File: config.mk
export PLATFORM = sky130hd
export DESIGN_NAME = lcc_ctrl
export DESIGN_NICKNAME = d
export VERILOG_FILES = /design/src/common/lcc_pkg.sv /design/src/rtl/lcc_timer.sv /design/src/rtl/lcc_ctrl.sv
export SDC_FILE = /design/constraint.sdc
export NUM_CORES = 1
export LEC_CHECK = 0
export ABC_CLOCK_PERIOD_IN_PS = 8400
export BUFFER_PORTS_ARGS = -buffer_cell sky130_fd_sc_hd__buf_4
export CAP_MARGIN = 20
export CORE_MARGIN = 2
export CORE_UTILIZATION = 38
export CTS_CLUSTER_SIZE = 28
export DETAILED_ROUTE_END_ITERATION = 8
export HOLD_SLACK_MARGIN = 0.03
export PLACE_DENSITY_LB_ADDON = 0.1
export SLEW_MARGIN = 20
export SYNTH_ARGS = -nofsm -noshare
export SYNTH_HDL_FRONTEND = slang
export SYNTH_SLANG_ARGS = --single-unit
File: constraint.sdc
create_clock -name mclk_i -period 8.4 [get_ports mclk_i]
set_input_delay 0 -clock mclk_i [delete_from_list [all_inputs] [get_ports mclk_i]]
set_output_delay 0 -clock mclk_i [all_outputs]
set_load 0.05 [all_outputs]
File: src/common/lcc_pkg.sv
// Package for the lithium charge state controller: states, levels and timing.
// Assumes a 20 MHz free-running clock; timer figures are in minutes or tenths of a minute at the nominal capacitor.
package lcc_pkg;

  // Clock rate.
  localparam longint unsigned CLK_HZ = 64'd20_000_000;

  // Nominal state timer durations at the reference timing capacitor.
  localparam longint unsigned PREQ_TIME_MIN = 64'd348;  // Tenths of a minute: 34.8 min.
  localparam longint unsigned CHG_TIME_MIN  = 64'd334;  // Whole minutes.
  localparam longint unsigned TOP_TIME_MIN  = 64'd348;  // Tenths of a minute: 34.8 min.

  // Cycle counts derived from the durations, rounded down as longest times.
  localparam longint unsigned PREQ_CYCLES = (PREQ_TIME_MIN * 64'd60 * CLK_HZ) / 64'd10;
  localparam longint unsigned CHG_CYCLES  = CHG_TIME_MIN * 64'd60 * CLK_HZ;
  localparam longint unsigned TOP_CYCLES  = (TOP_TIME_MIN * 64'd60 * CLK_HZ) / 64'd10;

  // Width of the state timer counter.
  localparam int TMR_W = 40;

  // Capacitor scale: 128 means the reference capacitor (68 nF).
  localparam int          SCALE_W   = 8;
  localparam logic [7:0]  SCALE_REF = 8'h80;
  localparam int          SCALE_SH  = 7;

  // Charge current request levels, relative units.
  localparam int          LVL_W     = 4;
  localparam logic [3:0]  LVL_OFF   = 4'h0;
  localparam logic [3:0]  LVL_PREQ  = 4'h1;
  localparam logic [3:0]  LVL_FULL  = 4'hA;  // Ten times the pre-charge level.
  localparam logic [3:0]  LVL_CV    = 4'hF;  // Voltage regulation with top-off current.

  // Controller states, Gray coded along disabled, pre-charge, charge, top-off, done.
  typedef enum logic [2:0] {
    LCC_DIS  = 3'h0,
    LCC_PREQ = 3'h1,
    LCC_CHG  = 3'h3,
    LCC_TOP  = 3'h2,
    LCC_DONE = 3'h6,
    LCC_HOLD = 3'h7,
    LCC_FAULT = 3'h5
  } lcc_state_t;

endpackage : lcc_pkg

File: src/rtl/lcc_timer.sv
// State timer: counts while running, holds while frozen, flags when the limit is reached.
// Assumes the limit is stable for the duration of a count.
`timescale 1ns/1ns
`default_nettype none
module lcc_timer #(
  parameter int W = 40
) (
  // Clock and reset
  input  wire logic         mclk_i,
  input  wire logic         rst_n_i,
  // Control
  input  wire logic         clear_i,
  input  wire logic         run_i,
  input  wire logic [W-1:0] limit_i,
  // Status
  output logic              expired_o
);

  logic [W-1:0] cnt_r;
  logic [W-1:0] cnt_nxt;
  logic         exp_r;
  logic         exp_nxt;

  always_comb begin
    cnt_nxt = cnt_r;
    exp_nxt = exp_r;
    if (clear_i) begin
      cnt_nxt = '0;
      exp_nxt = 1'b0;
    end else if (run_i && !exp_r) begin
      if (cnt_r >= limit_i - 1'b1) begin
        exp_nxt = 1'b1;
      end else begin
        cnt_nxt = cnt_r + 1'b1;
      end
    end
  end

  always_ff @(posedge mclk_i or negedge rst_n_i) begin
    if (!rst_n_i) begin
      cnt_r <= '0;
      exp_r <= 1'b0;
    end else begin
      cnt_r <= cnt_nxt;
      exp_r <= exp_nxt;
    end
  end

  assign expired_o = exp_r;

endmodule : lcc_timer
`default_nettype wire

File: src/rtl/lcc_ctrl.sv
// Lithium charge state controller: sequences disabled, pre-charge, charge, top-off,
// done, fault and temperature hold from comparator decisions.
// Assumes all comparator inputs are synchronous to mclk_i and already filtered.
`timescale 1ns/1ns
`default_nettype none
module lcc_ctrl #(
  parameter longint unsigned PREQ_CYC = lcc_pkg::PREQ_CYCLES,
  parameter longint unsigned CHG_CYC  = lcc_pkg::CHG_CYCLES,
  parameter longint unsigned TOP_CYC  = lcc_pkg::TOP_CYCLES
) (
  // Clock and reset
  input  wire logic                        mclk_i,
  input  wire logic                        rst_n_i,
  // Comparator decisions
  input  wire logic                        supply_valid_i,
  input  wire logic                        enable_i,
  input  wire logic                        bat_ge_3v_i,
  input  wire logic                        bat_lt_4v05_i,
  input  wire logic                        taper_reached_i,
  input  wire logic                        thermistor_sense_ok_i,
  // Timer scale from the timing capacitor, SCALE_REF is nominal
  input  wire logic [lcc_pkg::SCALE_W-1:0] timer_capacitor_pin_i,
  // Charge request and flags
  output logic [lcc_pkg::LVL_W-1:0]        current_level_o,
  output logic                             volt_regulate_o,
  output logic                             power_ok_o,
  output logic                             charging_flag_o,
  output logic                             battery_fault_flag_o,
  output logic                             temp_hold_o,
  output logic                             done_o,
  output logic [2:0]                       state_o
);

  localparam int TW = lcc_pkg::TMR_W;

  lcc_pkg::lcc_state_t state_r, state_nxt;
  lcc_pkg::lcc_state_t resume_r, resume_nxt;
  logic [lcc_pkg::LVL_W-1:0] lvl_r, lvl_nxt;
  logic cv_r, cv_nxt;
  logic pok_r, pok_nxt;
  logic chg_r, chg_nxt;
  logic fault_r, fault_nxt;
  logic hold_r, hold_nxt;
  logic done_r, done_nxt;

  logic          tmr_clear;
  logic          tmr_run;
  logic          tmr_exp;
  logic [TW-1:0] base_lim;
  logic [TW-1:0] tmr_lim;
  logic [TW+lcc_pkg::SCALE_W-1:0] scaled;
  logic          active;

  assign active = supply_valid_i && enable_i;

  // Timer length follows the capacitor linearly.
  always_comb begin
    base_lim = TW'(CHG_CYC);
    if (state_r == lcc_pkg::LCC_PREQ ||
        (state_r == lcc_pkg::LCC_HOLD && resume_r == lcc_pkg::LCC_PREQ)) begin
      base_lim = TW'(PREQ_CYC);
    end else if (state_r == lcc_pkg::LCC_TOP) begin
      base_lim = TW'(TOP_CYC);
    end
    scaled  = (base_lim * timer_capacitor_pin_i) >> lcc_pkg::SCALE_SH;
    tmr_lim = (scaled[TW+lcc_pkg::SCALE_W-1:TW] != '0) ? '1 : scaled[TW-1:0];
    if (tmr_lim == '0) begin
      tmr_lim = TW'(1);
    end
  end

  // Timer restarts on each state change except into and out of hold.
  always_comb begin
    tmr_clear = (state_nxt != state_r) &&
                (state_nxt != lcc_pkg::LCC_HOLD) &&
                (state_r != lcc_pkg::LCC_HOLD);
    tmr_run   = (state_r == lcc_pkg::LCC_PREQ) ||
                (state_r == lcc_pkg::LCC_CHG) ||
                (state_r == lcc_pkg::LCC_TOP);
  end

  lcc_timer #(
    .W         (TW)
  ) u_timer (
    .mclk_i    (mclk_i),
    .rst_n_i   (rst_n_i),
    .clear_i   (tmr_clear),
    .run_i     (tmr_run),
    .limit_i   (tmr_lim),
    .expired_o (tmr_exp)
  );

  // State sequencing.
  always_comb begin
    state_nxt  = state_r;
    resume_nxt = resume_r;
    if (!active) begin
      state_nxt = lcc_pkg::LCC_DIS;
    end else begin
      unique case (state_r)
        lcc_pkg::LCC_DIS: begin
          state_nxt = lcc_pkg::LCC_PREQ;
        end
        lcc_pkg::LCC_PREQ: begin
          if (!thermistor_sense_ok_i) begin
            state_nxt  = lcc_pkg::LCC_HOLD;
            resume_nxt = lcc_pkg::LCC_PREQ;
          end else if (bat_ge_3v_i) begin
            state_nxt = lcc_pkg::LCC_CHG;
          end else if (tmr_exp) begin
            state_nxt = lcc_pkg::LCC_FAULT;
          end
        end
        lcc_pkg::LCC_CHG: begin
          if (!thermistor_sense_ok_i) begin
            state_nxt  = lcc_pkg::LCC_HOLD;
            resume_nxt = lcc_pkg::LCC_CHG;
          end else if (taper_reached_i) begin
            state_nxt = lcc_pkg::LCC_TOP;
          end else if (tmr_exp) begin
            state_nxt = lcc_pkg::LCC_FAULT;
          end
        end
        lcc_pkg::LCC_TOP: begin
          if (tmr_exp) begin
            state_nxt = lcc_pkg::LCC_DONE;
          end
        end
        lcc_pkg::LCC_DONE: begin
          if (bat_lt_4v05_i) begin
            state_nxt = lcc_pkg::LCC_CHG;
          end
        end
        lcc_pkg::LCC_HOLD: begin
          if (thermistor_sense_ok_i) begin
            state_nxt = resume_r;
          end
        end
        lcc_pkg::LCC_FAULT: begin
          state_nxt = lcc_pkg::LCC_FAULT;
        end
        default: begin
          state_nxt = lcc_pkg::LCC_DIS;
        end
      endcase
    end
  end

  // Registered outputs from the next state; power good is registered from supply_valid_i.
  always_comb begin
    lvl_nxt  = lcc_pkg::LVL_OFF;
    cv_nxt   = 1'b0;
    pok_nxt  = supply_valid_i;
    chg_nxt  = chg_r;
    fault_nxt = (state_nxt == lcc_pkg::LCC_FAULT);
    hold_nxt = (state_nxt == lcc_pkg::LCC_HOLD);
    done_nxt = (state_nxt == lcc_pkg::LCC_DONE);
    unique case (state_nxt)
      lcc_pkg::LCC_PREQ: begin
        lvl_nxt = lcc_pkg::LVL_PREQ;
        chg_nxt = 1'b0;
      end
      lcc_pkg::LCC_CHG: begin
        lvl_nxt = lcc_pkg::LVL_FULL;
        chg_nxt = 1'b1;
      end
      lcc_pkg::LCC_TOP: begin
        lvl_nxt = lcc_pkg::LVL_CV;
        cv_nxt  = 1'b1;
        chg_nxt = 1'b0;
      end
      lcc_pkg::LCC_HOLD: begin
        lvl_nxt = lcc_pkg::LVL_OFF;
      end
      default: begin
        lvl_nxt = lcc_pkg::LVL_OFF;
        chg_nxt = 1'b0;
      end
    endcase
  end

  always_ff @(posedge mclk_i or negedge rst_n_i) begin
    if (!rst_n_i) begin
      state_r  <= lcc_pkg::LCC_DIS;
      resume_r <= lcc_pkg::LCC_PREQ;
      lvl_r    <= lcc_pkg::LVL_OFF;
      cv_r     <= 1'b0;
      pok_r    <= 1'b0;
      chg_r    <= 1'b0;
      fault_r  <= 1'b0;
      hold_r   <= 1'b0;
      done_r   <= 1'b0;
    end else begin
      state_r  <= state_nxt;
      resume_r <= resume_nxt;
      lvl_r    <= lvl_nxt;
      cv_r     <= cv_nxt;
      pok_r    <= pok_nxt;
      chg_r    <= chg_nxt;
      fault_r  <= fault_nxt;
      hold_r   <= hold_nxt;
      done_r   <= done_nxt;
    end
  end

  assign current_level_o      = lvl_r;
  assign volt_regulate_o      = cv_r;
  assign power_ok_o           = pok_r;
  assign charging_flag_o      = chg_r;
  assign battery_fault_flag_o = fault_r;
  assign temp_hold_o          = hold_r;
  assign done_o               = done_r;
  assign state_o              = state_r;

endmodule : lcc_ctrl
`default_nettype wire

==> run_results.csv, run 1 <==
group,metric,value,unit
clocking,path_clk_slew,0.08,ns
worst_setup_path,crit_type,"reg2reg",
global_routing,grt_pass1_vias,8890,
place,dp_cells,1706,
clocking,cts.sinks,53,
worst_setup_path,required,8.62,ns
global_routing,grt_usage,0.225,
layout,design_area,13100,sq um
power,switching_share,0.481,
global_routing,grt_max_degree,54,
sta,final.min_clock_period,8.58,ns
layout,final_nets,1643,
global_routing,antenna_found_initial,0,
worst_setup_path,worstPathArrival,8.80,ns
sta,setup_violations,38,
min_path,hold_class,"in2reg",
clocking,clockBufferDepth,2,
power,p_per_area,408,nW/um^2
route,finalWirelength,29.8,mm
sta,timing.fmax,117,MHz
sta,rsz0062_at_grt,"true",
worst_setup_path,end_kind,"flip-flop",
route,first_pass_iters,5,
synth,syn_nets,1398,
place,place.gp.congestion,0.886,
die,die_y,164,um
route,drt-initial-drc-count,530,
synth,synthFlopType,"dfrtp_1",
route,drcViolationCount,0,
synth,async_flop_share,1.00,
route,via_count,9188,
synth,synth-seq-area-share,0.137,
layout,area_growth,35.6,%
layout,antenna_cells,0,
global_routing,grt_overflow_total,0,
synth,synthCells,1169,
synth,syn_area,9700,sq um
synth,synth-edff-count,0,
power,seqPwrFrac,0.049,
worst_setup_path,cp-startpoint,"state_o[1]",
clocking,cts_tree,"done",
place,io_buffers,28,
sta,skew,0.00739,ns
die,ioPinCount,29,
die,die_w,164,um
job,max_cap_violations,0,
power,comb_power_share,0.905,
sta,hold_viol,0,
clocking,root_buffer,"clkbuf_16",
worst_setup_path,cp_slowest_cell,"fa_1",
clocking,cts.htree.levels,2,
die,core_area,25100,sq um
worst_setup_path,startpoint_type,"flip-flop",
worst_setup_path,path_buf_inv,9,
die,row_count,58,
layout,fin_util,0.524,
sta,relSlewSlack,0.221,
sta,fin_ws,-0.180,ns
die,dieArea,26800,sq um
route,via_per_inst,5.27,
sta,worst_slew_pin_slew,1.17,ns
power,p_sw,2580,uW
route,final_antenna_net_count,0,
layout,mostFrequentLayoutCell,"buf_4",
global_routing,grt_pass1_wl,47.3,mm
route,post_drt_wl_per_cell,17.1,um
sta,whs,0.0827,ns
place,dpl_cell_area,12000,sq um
worst_setup_path,r2r-start,"state_o[1]",
die,initial_core_util,0.386,
min_path,hold_start,"enable_i",
power,leakage,0.00654,uW
synth,yosysUniqueCellTypes,78,
power,pwr-share-clk,0.047,
sta,fin_crit_sh,1.02,
power,ir_worst_vdd,0.245,mV
place,hpwl,25.2,mm
worst_setup_path,critPathTopFamily,"compound AO/OA/AOI/OAI gates",
layout,final_cell_mix,"266 x buf_4, 161 x inv_1, 121 x ha_1",
synth,avgSynthCellArea,8.30,sq um
layout,drive_gt1_frac,0.320,
worst_setup_path,cp_slowest_stage_delay,0.54,ns
clocking,cts_buffers,5,
run_status,status,"complete, but fails checks",
sta,slew_violations,0,
power,p_int,2780,uW
synth,synth_warnings,0,
layout,final_cells,1745,
synth,yosys_register_bits,53,
worst_setup_path,crit_fanout,8,
clocking,clkLatencyLatePin,0.30,ns
run_status,violations,"setup timing",
worst reg2reg max path, delay by kind of cell, from the launching register on:
family,cells,cell delay (ns)
adder cells (fa/ha/maj),6,2.56
buffers and inverters,9,0.82
AND/OR/NAND/NOR,6,1.17
flip-flops,1,0.43
AO/OA/AOI/OAI,17,3.51
cell usage after synthesis, drive strengths merged, types with 6 or more instances:
master  count  share of area
o21ai      50          0.026
nor3       29          0.015
or3        10         0.0064
nor2       92          0.036
nand2      86          0.033
xnor2      43          0.039
a31oi      12         0.0077
buf        18          0.012
nand4      27          0.017
nor2b       8         0.0052
ha        133           0.17
a21oi      66          0.035
o211ai      9         0.0084
a211oi     26          0.025
nor3b      10         0.0077
clkbuf     27          0.010
inv       167          0.065
a21o       25          0.019
fa         80           0.17
and2       21          0.014
o21a        6         0.0046
xor2       22          0.020
dfrtp      53           0.14
and4       12          0.011
nand3      28          0.014
and3       21          0.014
kinds of logic (layout without fill, tap and decap cells):
logic type                 count (synthesis)  count (layout)  share of synthesized area
DFF                                       53              53                      0.137
AOI/OAI and AO/OA                        245             245                      0.174
xor gates and xnor gates                  65              65                     0.0587
buffers and inverters                    212             458                     0.0867
muxes                                      7               7                    0.00748
adders and majority gates                214             214                      0.338
and+or+nand+nor                          373             373                      0.198
cell type report:
cell class / count / area, sq um
fillers: 2435 / 12000
clock inverters: 3 / 50.0
multi-input cells: 904 / 8410
inverters: 167 / 631
well taps: 330 / 413
repair buffers: 283 / 2190
clock buffers: 5 / 125
flip-flops and latches: 53 / 1330
timing repair:
action	4_1_cts	5_1_grt
buffers inserted	17	10
setup endpoints to repair	41	41
gates cloned	0	2
resized for setup	57	92
hold buffers	2	0
pin swaps	48	56
hold endpoints to repair	54	0
per-layer routing:
metal,up-vias,global-route usage,wire [um]
met5,-,0,0
met4,0,0.0207,223
met3,16,0.0434,1560
met2,160,0.352,13500
met1,4464,0.332,14500
li1,4548,-,-
state kept, by name (all words and copies together) (netlist names):
register and flops:
u_timer.expired_o 1, current_level_o 3, temp_hold_o 1, battery_fault_flag_o 1
power_ok_o 1, u_timer.cnt_r 40, resume_r 1, done_o 1
state_o 3, charging_flag_o 1
stage by stage:
step	setup TNS (ns)	power, uW	setup WS, ns
floorplan	0	2770	0.00209
global placement	-24.95	4570	-0.695
detailed placement	-24.64	4590	-0.696
CTS	-5.41	5040	-0.202
global route	-19.94	5880	-0.570
finish	-3.20	5360	-0.180
final timing paths:
check                                      to  slack (ns)  cells after the start
setup / recovery            u_timer.cnt_r[11]       -0.18                     38
hold / removal                     state_o[0]        0.08                      3
setup reg to reg            u_timer.cnt_r[11]       -0.18                     38
hold reg to reg             u_timer.cnt_r[39]        0.56                      2
max in group asynchronous          state_o[0]        7.62                      2
min in group asynchronous  current_level_o[0]        0.28                      2
power groups by stage:
stage | logic, uW | registers (uW) | clock network [uW]
CTS | 4530 | 261 | 255
global placement | 4310 | 266 | 0
detailed placement | 4320 | 266 | 0
finish | 4850 | 261 | 250
global route | 5360 | 262 | 266
floorplan | 2500 | 271 | 0
(Power assumes the default switching activity.)
==> run 2, diff against run 1 <==
- ABC_AREA: unset -> 1
==> run 2 against run 1 <==
  * The run now ends clean
  * Clock power shrank 13%
  * Critical path type unchanged
  * Highest routed layer unchanged
  * Largest power group unchanged
  * Hold slack lost 0.049 ns
  * Non-clock buffer count shrank 160
  * Sequential share of layout area shrank 0.44 points
  * Clock-buffer cell count is the same
  * Die area grew 17%
  * Sequential power grew 3%
  * First-iteration DRC count grew 89%
  * Area after synthesis grew 17%
  * Via count grew 30%
  * Core utilization shrank 6.0 points
==> run_results.csv, run 2 <==
group,metric,value,unit
worst_setup_path,path_buf_inv,12,
worst_setup_path,cp-startpoint,"state_o[1]",
die,die_y,177,um
synth,yosysTopAreaCell,"nand2_1",
global_routing,grt_overflow_total,0,
layout,final_cell_mix,"419 x nand2_1, 367 x inv_1, 179 x nor2_1",
worst_setup_path,cp_slowest_stage_delay,0.53,ns
layout,area_growth,20.4,%
synth,yosysTopAreaCellShare,0.151,
global_routing,grt_pass1_vias,11454,
synth,synth_warnings,0,
route,drt-initial-drc-count,1002,
layout,multiInputGateArea,9230,sq um
route,finalWirelength,42.4,mm
sta,hold_viol,0,
sta,relSlewSlack,0.460,
synth,syn_area,11400,sq um
worst_setup_path,timing.rr.end,"u_timer.cnt_r[18]",
synth,yosysUniqueCellTypes,47,
sta,whs,0.0342,ns
synth,synth-edff-count,0,
sta,skew,0.0124,ns
place,place.gp.congestion,0.975,
synth,synthFlopType,"dfrtp_1",
layout,antenna_cells,0,
global_routing,grt_max_degree,54,
min_path,min_path_cells,4,
die,ioPinCount,29,
synth,synthCells,1799,
global_routing,grt_pass1_wl,64.5,mm
worst_setup_path,worstPathArrival,8.21,ns
worst_setup_path,cp-endpoint,"u_timer.cnt_r[18]",
layout,mostFrequentLayoutCell,"nand2_1",
sta,slew_violations,0,
clocking,cts_tree,"done",
worst_setup_path,ff2ff_setup_slack,0.37,ns
route,via_count,11984,
layout,fin_util,0.464,
synth,async_flop_share,1.00,
place,hpwl,35.7,mm
synth,yosysMostFrequentCell,"nand2_1",
route,via_per_inst,5.21,
worst_setup_path,critPathTopFamily,"adder cells",
clocking,path_clk_slew,0.07,ns
die,core_area,29600,sq um
die,initial_core_util,0.385,
sta,setup_violations,0,
worst_setup_path,r2r-start,"state_o[1]",
clocking,cts.sinks,53,
layout,fillers,3105,
min_path,hold_class,"in2reg",
worst_setup_path,startpoint_type,"flip-flop",
route,first_pass_iters,5,
clocking,root_buffer,"clkbuf_16",
route,final_antenna_net_count,0,
synth,synth-seq-area-share,0.116,
clocking,clockBufferDepth,2,
synth,yosys_register_bits,53,
die,die_w,177,um
worst_setup_path,rr_worst_depth,45,
route,drcViolationCount,0,
worst_setup_path,crit_type,"reg2reg",
route,post_drt_wl_per_cell,18.5,um
sta,fin_crit_sh,0.956,
clocking,cts.htree.levels,2,
layout,seq_area,1330,sq um
sta,finalSetupTns,0,ns
synth,syn_nets,2028,
place,io_buffers,28,
worst_setup_path,crit_cells,45,
die,dieArea,31400,sq um
sta,worst_slew_pin_slew,0.807,ns
clocking,cts_buffers,5,
die,row_count,63,
global_routing,antenna_found_initial,0,
power,leakage,0.00703,uW
layout,drive_gt1_frac,0.165,
power,ir_worst_vdd,0.265,mV
worst_setup_path,crit_fanout,19,
synth,ys_top_cells_by_area,"nand2_1 15%, ha_1 15%, fa_1 14%",
job,max_cap_violations,0,
layout,largest_reg_flops,40,
synth,synth_commonest_cells,"459 x nand2_1, 369 x inv_1, 226 x nor2_1",
worst_setup_path,cp_slowest_cell,"fa_1",
worst_setup_path,end_kind,"flip-flop",
sta,timing.fmax,125,MHz
sta,final.min_clock_period,8.03,ns
global_routing,grt_usage,0.270,
worst_setup_path,cpMostUsedCell,"nand2_1",
worst_setup_path,required,8.57,ns
layout,top_register,"u_timer.cnt_r",
clocking,clkLatencyLatePin,0.31,ns
layout,final_nets,2136,
synth,avgSynthCellArea,6.33,sq um
layout,design_area,13700,sq um
run_status,status,"finished, final reports clean",
place,dpl_cell_area,12400,sq um
power,p_per_area,427,nW/um^2
[run 2: worst register-to-register path: cells and delay by family, from the launching register on]
kind | cells | cell delay [ns]
flops | 1 | 0.41
buf+inv | 12 | 1.38
fa+ha+maj | 6 | 2.69
compound gates | 8 | 1.31
simple gates | 19 | 2.12
[run 2: power by group]
| group | total, uW | leakage (uW) | internal [uW] | switching, uW |
|---|---|---|---|---|
| logic | 5370 | 0.00623 | 1850 | 3510 |
| clock network | 217 | 0.0000738 | 112 | 106 |
| registers | 270 | 0.000731 | 262 | 8.16 |
[run 2: cell type report]
class | count | area share
multi-input combinational | 1345 | 0.673
inverter | 379 | 0.104
sequential | 53 | 0.0968
timing repair buffer | 123 | 0.0800
tap | 390 | 0.0356
clock buffer | 5 | 0.00913
clock inverter | 3 | 0.00164
[run 2: cell families after synthesis]
| group | Yosys count | share of synthesized area |
|---|---|---|
| buf+inv | 402 | 0.137 |
| simple gates | 953 | 0.362 |
| fa+ha+maj | 213 | 0.287 |
| compound gates | 142 | 0.0694 |
| flops | 53 | 0.116 |
| xor+xnor | 36 | 0.0277 |
[run 2: timing repair]
item,in CTS,in global routing
gates cloned,0,5
hold buffers,2,0
pin swaps,0,49
setup endpoints to repair,38,41
resized for setup,5,182
buffers inserted,0,31
endpoints found under the hold margin,54,0
[run 2: through the flow]
stage	setup WS, ns	total power (uW)	cells
after floorplan	0.202	3160	1799
after global routing	-0.0770	6390	2298
after detailed placement	-0.0964	4730	2252
after global placement	-0.107	4750	2252
final	0.369	5850	2298
after CTS	0.0139	4980	2262
[run 2: per-layer routing]
metal	routed length (um)	track usage	up-vias
met1	20000	0.386	5646
li1	-	-	5871
met2	18000	0.412	398
met4	1230	0.0747	0
met5	0	0	-
met3	3130	0.0533	69
[run 2: worst min-delay path by stage]
stage                          start                   end
2_1_floorplan                rst_n_i  battery_fault_flag_o
3_3_place_gp                 rst_n_i     u_timer.cnt_r[25]
3_5_place_dp                 rst_n_i      u_timer.cnt_r[9]
4_1_cts        thermistor_sense_ok_i           resume_r[1]
5_1_grt        thermistor_sense_ok_i           resume_r[1]
6_report       thermistor_sense_ok_i           resume_r[1]
